**src/nvm_map.vh**
```
`ifndef NVM_MAP_VH
`define NVM_MAP_VH
// ==========================================
// register indexes (byte address = 4 * index)
`define IDX_FLAG 10'h00D
`define IDX_CTRL 10'h18C
`define IDX_ADDR_LOW 10'h190
`define IDX_ADDR_HIGH 10'h191
`define IDX_DATA_LOW 10'h192
`define IDX_DATA_HIGH 10'h193
`define IDX_IRQ_STATUS 10'h194
`define IDX_IRQ_MASK 10'h195
// ==========================================
// flag register fields
`define FLAG_WRITE_DONE 4
// ==========================================
// control register fields
`define CTRL_SPACE 7
`define CTRL_ABORT 3
`define CTRL_ENABLE 2
`define CTRL_WSTART 1
`define CTRL_RSTART 0
// ==========================================
// interrupt status and mask fields
`define IRQ_WRITE 0
`define IRQ_READ 1
`define IRQ_ABORT 2
`define IRQ_W 3
// ==========================================
// memory operation codes
`define OP_ERASE 2'h1
`define OP_PROGRAM 2'h2
`define OP_READ 2'h3
// ==========================================
// reset values
`define RST_BYTE 8'h00
`define RST_WORD 16'h0000
`define RST_IRQ 3'h0
`define ZERO_BUS 32'h00000000
`endif

```
**src/nvm_write_read_control.v**
```verilog
// Behaviour
// the write-done flag is set on every completed write, whatever the interrupt enables say.
// write-done sits at bit 4 of the flag register, reads 1 after a write and holds until software writes 0.
// all other bits of the flag register read as zero.
// with write-enable (control bit 2) clear, no write is started; software sets it first. The code only needs bit 2 in the control write that sets bit 1.
// write-start (bit 1) launches a write, hardware clears it at the end, a software 0 does nothing.
// software clears write-done before it sets write-start.
// a data-memory write erases the byte at address_low, then programs it with data_low.
// during a data-memory write the core keeps running; write-done is set at the end.
// a program-memory write stalls the core from start to completion, then sets write-done.
// a program-memory write erases and programs the word at address_high:address_low with data_high:data_low.
// an external clear or watchdog reset during a write sets write-abort (bit 3).
// those warm resets leave data, address and memory_space_select untouched.
// software clears write-abort after power-on and tests it after other resets.
// read-start (bit 0) launches a read, hardware clears it, a software 0 does nothing.
// memory_space_select (bit 7) picks program memory when 1, data memory when 0.
`include "nvm_map.vh"
`default_nettype none
module nvm_write_read_control (
   // apb slave
   input wire pclk,
   input wire presetn,
   input wire psel,
   input wire penable,
   input wire pwrite,
   input wire [11:0] paddr,
   input wire [31:0] pwdata,
   output reg [31:0] prdata,
   output wire pready,
   output wire pslverr,
   // warm reset requests, asynchronous
   input wire external_clear_reset,
   input wire watchdog_timer,
   // memory array port
   output wire mem_req,
   output wire [1:0] mem_op,
   output reg mem_space,
   output reg [15:0] mem_addr,
   output reg [15:0] mem_wdata,
   input wire mem_done,
   input wire [15:0] mem_rdata,
   // core side
   output reg core_stall,
   output wire irq
);
   localparam S_IDLE = 4'b0001;
   localparam S_ERASE = 4'b0010;
   localparam S_PROG = 4'b0100;
   localparam S_READ = 4'b1000;

   reg [3:0] state_reg;
   reg memory_space_select_reg;
   reg write_abort_flag_reg;
   reg write_enable_reg;
   reg write_start_reg;
   reg read_start_reg;
   reg write_done_flag_reg;
   reg [7:0] address_low_reg;
   reg [7:0] address_high_reg;
   reg [7:0] data_low_reg;
   reg [7:0] data_high_reg;
   reg [2:0] irq_status_reg;
   reg [2:0] irq_mask_reg;
   reg [31:0] read_mux;
   wire clr_sync;
   wire wdt_sync;
   wire warm;
   wire [9:0] idx;
   wire acc;
   wire wr;
   wire rd;
   wire mapped;
   wire write_busy;
   wire write_fin;
   wire read_fin;
   wire abort_evt;
   wire [2:0] irq_set;
   wire [2:0] irq_clr;

   // ==========================================
   // warm reset synchronisers
   sync_two_flop u_clr_sync (
      .pclk(pclk),
      .presetn(presetn),
      .din(external_clear_reset),
      .dout(clr_sync)
   );

   sync_two_flop u_wdt_sync (
      .pclk(pclk),
      .presetn(presetn),
      .din(watchdog_timer),
      .dout(wdt_sync)
   );

   assign warm = clr_sync | wdt_sync;

   // ==========================================
   // apb decode
   assign idx = paddr[11:2];
   assign acc = psel & penable;
   assign wr = acc & pwrite;
   assign rd = acc & ~pwrite;
   assign mapped = (idx == `IDX_FLAG) || (idx == `IDX_CTRL) ||
                   (idx == `IDX_ADDR_LOW) || (idx == `IDX_ADDR_HIGH) ||
                   (idx == `IDX_DATA_LOW) || (idx == `IDX_DATA_HIGH) ||
                   (idx == `IDX_IRQ_STATUS) || (idx == `IDX_IRQ_MASK);
   assign pready = 1'b1;
   assign pslverr = acc & ~mapped;

   // ==========================================
   // status events
   assign write_busy = (state_reg == S_ERASE) || (state_reg == S_PROG);
   assign write_fin = (state_reg == S_PROG) && mem_done && !warm;
   assign read_fin = (state_reg == S_READ) && mem_done && !warm;
   assign abort_evt = warm && write_busy;

   // ==========================================
   // memory port
   assign mem_req = (state_reg != S_IDLE);
   assign mem_op = (state_reg == S_ERASE) ? `OP_ERASE :
                   (state_reg == S_PROG) ? `OP_PROGRAM : `OP_READ;

   // ==========================================
   // read data, captured in the setup phase
   always @* begin
      case (idx)
         `IDX_FLAG: begin
            read_mux = `ZERO_BUS;
            read_mux[`FLAG_WRITE_DONE] = write_done_flag_reg;
         end
         `IDX_CTRL: begin
            read_mux = `ZERO_BUS;
            read_mux[`CTRL_SPACE] = memory_space_select_reg;
            read_mux[`CTRL_ABORT] = write_abort_flag_reg;
            read_mux[`CTRL_ENABLE] = write_enable_reg;
            read_mux[`CTRL_WSTART] = write_start_reg;
            read_mux[`CTRL_RSTART] = read_start_reg;
         end
         `IDX_ADDR_LOW: read_mux = {24'h000000, address_low_reg};
         `IDX_ADDR_HIGH: read_mux = {24'h000000, address_high_reg};
         `IDX_DATA_LOW: read_mux = {24'h000000, data_low_reg};
         `IDX_DATA_HIGH: read_mux = {24'h000000, data_high_reg};
         `IDX_IRQ_STATUS: read_mux = {29'h0000000, irq_status_reg};
         `IDX_IRQ_MASK: read_mux = {29'h0000000, irq_mask_reg};
         default: read_mux = `ZERO_BUS;
      endcase
   end

   always @(posedge pclk or negedge presetn) begin
      if (!presetn) begin
         prdata <= `ZERO_BUS;
      end else if (psel && !penable && !pwrite) begin
         prdata <= read_mux;
      end
   end

   // ==========================================
   // address, data and space select
   // only power-on reset clears these
   always @(posedge pclk or negedge presetn) begin
      if (!presetn) begin
         address_low_reg <= `RST_BYTE;
         address_high_reg <= `RST_BYTE;
         data_low_reg <= `RST_BYTE;
         data_high_reg <= `RST_BYTE;
         memory_space_select_reg <= 1'b0;
      end else begin
         if (wr && idx == `IDX_ADDR_LOW) begin
            address_low_reg <= pwdata[7:0];
         end
         if (wr && idx == `IDX_ADDR_HIGH) begin
            address_high_reg <= pwdata[7:0];
         end
         if (wr && idx == `IDX_CTRL) begin
            memory_space_select_reg <= pwdata[`CTRL_SPACE];
         end
         if (read_fin) begin
            data_low_reg <= mem_rdata[7:0];
            if (mem_space) begin
               data_high_reg <= mem_rdata[15:8];
            end
         end else begin
            if (wr && idx == `IDX_DATA_LOW) begin
               data_low_reg <= pwdata[7:0];
            end
            if (wr && idx == `IDX_DATA_HIGH) begin
               data_high_reg <= pwdata[7:0];
            end
         end
      end
   end

   // ==========================================
   // sequencer and control bits
   always @(posedge pclk or negedge presetn) begin
      if (!presetn) begin
         state_reg <= S_IDLE;
         write_abort_flag_reg <= 1'b0;
         write_enable_reg <= 1'b0;
         write_start_reg <= 1'b0;
         read_start_reg <= 1'b0;
         core_stall <= 1'b0;
         mem_space <= 1'b0;
         mem_addr <= `RST_WORD;
         mem_wdata <= `RST_WORD;
      end else if (warm) begin
         // address, data and space select are left alone
         if (write_busy) begin
            write_abort_flag_reg <= 1'b1;
         end
         write_enable_reg <= 1'b0;
         write_start_reg <= 1'b0;
         read_start_reg <= 1'b0;
         core_stall <= 1'b0;
         state_reg <= S_IDLE;
      end else begin
         if (wr && idx == `IDX_CTRL) begin
            write_enable_reg <= pwdata[`CTRL_ENABLE];
            write_abort_flag_reg <= pwdata[`CTRL_ABORT];
         end
         case (state_reg)
            S_IDLE: begin
               if (wr && idx == `IDX_CTRL) begin
                  mem_space <= pwdata[`CTRL_SPACE];
                  if (pwdata[`CTRL_SPACE]) begin
                     mem_addr <= {address_high_reg, address_low_reg};
                     mem_wdata <= {data_high_reg, data_low_reg};
                  end else begin
                     mem_addr <= {8'h00, address_low_reg};
                     mem_wdata <= {8'h00, data_low_reg};
                  end
                  if (pwdata[`CTRL_WSTART] && pwdata[`CTRL_ENABLE]) begin
                     write_start_reg <= 1'b1;
                     core_stall <= pwdata[`CTRL_SPACE];
                     state_reg <= S_ERASE;
                  end else if (pwdata[`CTRL_RSTART]) begin
                     read_start_reg <= 1'b1;
                     state_reg <= S_READ;
                  end
               end
            end
            S_ERASE: begin
               if (mem_done) begin
                  state_reg <= S_PROG;
               end
            end
            S_PROG: begin
               if (mem_done) begin
                  write_start_reg <= 1'b0;
                  core_stall <= 1'b0;
                  state_reg <= S_IDLE;
               end
            end
            S_READ: begin
               if (mem_done) begin
                  read_start_reg <= 1'b0;
                  state_reg <= S_IDLE;
               end
            end
            default: begin
               state_reg <= S_IDLE;
            end
         endcase
      end
   end

   // ==========================================
   // write-done flag, set wins over software clear
   always @(posedge pclk or negedge presetn) begin
      if (!presetn) begin
         write_done_flag_reg <= 1'b0;
      end else if (write_fin) begin
         write_done_flag_reg <= 1'b1;
      end else if (wr && idx == `IDX_FLAG) begin
         write_done_flag_reg <= pwdata[`FLAG_WRITE_DONE];
      end
   end

   // ==========================================
   // interrupt status, clear on read, mask
   assign irq_set = {abort_evt, read_fin, write_fin};
   // clear only the bits that the read returned, so a late event is kept
   assign irq_clr = (rd && idx == `IDX_IRQ_STATUS) ? prdata[`IRQ_W-1:0] : `RST_IRQ;

   always @(posedge pclk or negedge presetn) begin
      if (!presetn) begin
         irq_status_reg <= `RST_IRQ;
         irq_mask_reg <= `RST_IRQ;
      end else begin
         irq_status_reg <= (irq_status_reg & ~irq_clr) | irq_set;
         if (wr && idx == `IDX_IRQ_MASK) begin
            irq_mask_reg <= pwdata[`IRQ_W-1:0];
         end
      end
   end

   assign irq = |(irq_status_reg & irq_mask_reg);
endmodule
`default_nettype wire

```
**src/sync_two_flop.v**
```verilog
`default_nettype none
// ==========================================
// two-stage level synchroniser
module sync_two_flop (
   // clock and reset
   input wire pclk,
   input wire presetn,
   // level in and out
   input wire din,
   output reg dout
);
   reg meta_reg;

   always @(posedge pclk or negedge presetn) begin
      if (!presetn) begin
         meta_reg <= 1'b0;
         dout <= 1'b0;
      end else begin
         meta_reg <= din;
         dout <= meta_reg;
      end
   end
endmodule
`default_nettype wire

```
**config.mk**
```make
export PLATFORM = sky130hd
export DESIGN_NAME = nvm_write_read_control
export DESIGN_NICKNAME = d
export VERILOG_FILES = /design/src/nvm_write_read_control.v /design/src/sync_two_flop.v
export VERILOG_INCLUDE_DIRS = /design/src
export SDC_FILE = /design/constraint.sdc
export NUM_CORES = 1
export LEC_CHECK = 0
export ABC_AREA = 1
export BUFFER_PORTS_ARGS = -buffer_cell sky130_fd_sc_hd__buf_4
export CORE_MARGIN = 2
export CORE_UTILIZATION = 50
export CTS_CLUSTER_DIAMETER = 30
export DETAILED_ROUTE_END_ITERATION = 10
export GPL_TIMING_DRIVEN = 0
export MAX_ROUTING_LAYER = met4
export PLACE_DENSITY = 0.79
export SLEW_MARGIN = 20
export SYNTH_ARGS = -nofsm -noshare
export SYNTH_HDL_FRONTEND = slang
export SYNTH_SLANG_ARGS = --single-unit
```
**constraint.sdc**
```tcl
create_clock -name pclk -period 3.7 [get_ports pclk]
set_input_delay 1.11 -clock pclk [delete_from_list [all_inputs] [get_ports pclk]]
set_output_delay 1.11 -clock pclk [all_outputs]
set_load 0.01 [all_outputs]
```
==> results.cfg <==
[outcome]
status = completed

[critical_path]
critPathCaptureType = primary output
critPathArrivalTime_ns = 2.42
required_ns = 2.59
cp-startpoint = paddr[8]
start_kind = input port
crit_fanout = 5
r2r_start = u_wdt_sync.dout
criticalPathCategory = in2out

[clock_tree]
cts_resized = 0
clock_latency_ns = 0.36
ctsRootBufferMaster = clkbuf_8
cts_buffer_depth = 2
clk_pin_slew_ns = 0.10
htreeDepth = 3
cts_tree = done
post_cts_buffers = 0
numCtsBuffers = 9
cts_num_sinks = 94
cts_hold_buf = 0

[sta]
slew-limit-headroom_pct = 44.6
tns_ns = 0
report.final.slew_viol_count = 0
period_needed_ns = 3.53
report.final.setup_viol = 0
tightest_slew_ns = 0.831
timing.final.crit_share_pct = 95.4
skew_ns = 0.0152
final-hold-violation-count = 0
max_freq_ghz = 0.283
fin_hold_ws_ns = 0.356
grt_setup_unrepaired = false

[place]
dp_hpwl_um = 10400
numPortBuffers = 87
place_congestion = 0.943

[min_path]
worstHoldPathType = reg2reg
worstHoldStart = u_clr_sync.meta_reg

[grt]
grt_max_degree = 95
grtUsageTotal_pct = 26.9
grt.overflow.total = 0
grt_antenna_before_repair = 0
first_global_vias = 4056
grt_pass1_wl_um = 20800

[yosys]
ys_ff_latch = 94
synth_edf_count = 0
ys.flop_type = dfrtp_1
synthTopCellsByArea = dfrtp_1 (48%), nand2_1 (17%), nand3_1 (6.2%), o21ai_0 (5.1%), buf_4 (4.0%)
syn_inst = 631
async_flop_share_pct = 100
syn_area_mm2 = 0.00482
synth.distinct_cells = 27
ys_seq_area_share_pct = 48.8
synth.most_common_cell = nand2_1
synth_top_area_cell = dfrtp_1
synth_common_cells = nand2_1 (221), dfrtp_1 (93), nand3_1 (60)
synth_warnings = 0
synth_top_area_share_pct = 48.3
avgSynthCellArea_um2 = 7.64

[drt]
firstDrtPassIters = 5
ant_nets = 0
drc_errors = 0
vias_per_cell = 5.01
finalWirelength_um = 13200
num_vias = 4443
wl_per_cell_um = 14.9
drtIter0Drc = 338

[layout]
reg_top3 = mem_addr x16, mem_wdata x16
final_core_util_pct = 64.2
num_antenna_cells = 0
ff_latch_area_mm2 = 0.00235
drive_above_1_share_pct = 21.7
fin_nets = 820
multiInputGateArea_mm2 = 0.00205
fill_cells = 858
syn2layout_area_growth_pct = 23.7

[floorplanning]
core-area_mm2 = 0.00928
die_h_um = 102
start_util_pct = 51.9
dieArea_mm2 = 0.0104
pin_count = 140
num_rows = 35
dieWidth_um = 102

[power_and_ir_drop]
power.density_mw_per_mm2 = 358
p_leak_uw = 0.00321
power.total_uw = 2130
ir_worst_vdd_mv = 0.250

[run]
maxCapViolations = 0
through the flow:
step	cells	setup slack, ns	cell area [um2]
3_5_place_dp	870	0.205	5720
2_1_floorplan	654	0.669	4910
3_3_place_gp	870	0.245	5720
5_1_grt	886	0.0755	5960
4_1_cts	886	0.208	5960
6_report	886	0.171	5960
final timing paths:
path                                         end  slack, ns  cells after the start
worst max-delay path                     pslverr       0.17                     10
worst min-delay path             u_clr_sync.dout       0.36                      0
min in group asynchronous              prdata[1]       0.80                      1
max in group asynchronous        irq_mask_reg[2]       2.31                      1
worst min register to register   u_clr_sync.dout       0.36                      0
worst max register to register  data_high_reg[1]       1.84                     10
cell usage in the layout, fill, tap and decap left out:
cell type  instances
nand2_1          221
buf_4            112
dfrtp_1           93
nand3_1           60
inv_1             50
o21ai_0           49
nor2_1            41
o21ai_1           28
conb_1            25
nand4_1           12
clkbuf_8           9
nor2_2             6
clkbuf_1           6
inv_2              5
buf_2              5
o21ai_2            5
buf_6              5
nor2_4             3
nand2_2            3
nor3_1             3
buf_1              2
bufinv_16          2
inv_6              2
nor3_4             1
and3_1             1
nand4_4            1
clkinv_2           1
o211ai_1           1
nand3b_1           1
inv_8              1
clkinv_8           1
clkinv_4           1
dfstp_2            1
report_power, final:
part           leakage [uW]  switching (uW)  internal (uW)
logic               0.00186             152           87.5
registers           0.00123            31.5           1070
clock network      0.000119             397            397
total               0.00321             580           1550
cell type report:
type | instances | share of cell area, %
Timing Repair Buffer | 87 | 11.0
Clock buffer | 9 | 2.08
Sequential cell | 94 | 39.5
Tap cell | 129 | 2.71
Buffer | 43 | 4.95
Inverter | 56 | 3.55
Clock inverter | 7 | 1.91
Multi-Input combinational cell | 461 | 34.3
cell families (layout without fill, tap and decap cells):
group | Yosys count | in the layout | share of synthesized area (%)
and+or+nand+nor | 353 | 353 | 31.4
DFF | 94 | 94 | 48.8
buffers and inverters | 99 | 202 | 10.5
AOI/OAI and AO/OA | 83 | 83 | 9.06
other | 2 | 25 | 0.156
metal layers:
layer | vias up | wire [um] | GRT usage (%)
li1 | 2219 | - | -
met1 | 2030 | 5960 | 37.6
met2 | 177 | 6250 | 41.4
met3 | 17 | 869 | 4.72
met4 | 0 | 158 | 6.15
met5 | - | 0 | -
critical path, cell delays in order:
cell and delay (ns):
buf_4 0.12, nor2_1 0.15, nand2_1 0.15, nor2_1 0.31
nand2_1 0.12, inv_1 0.14, nor3_1 0.07, nand2_1 0.08
nor2_1 0.04, buf_4 0.14
(Power assumes the default switching activity.)
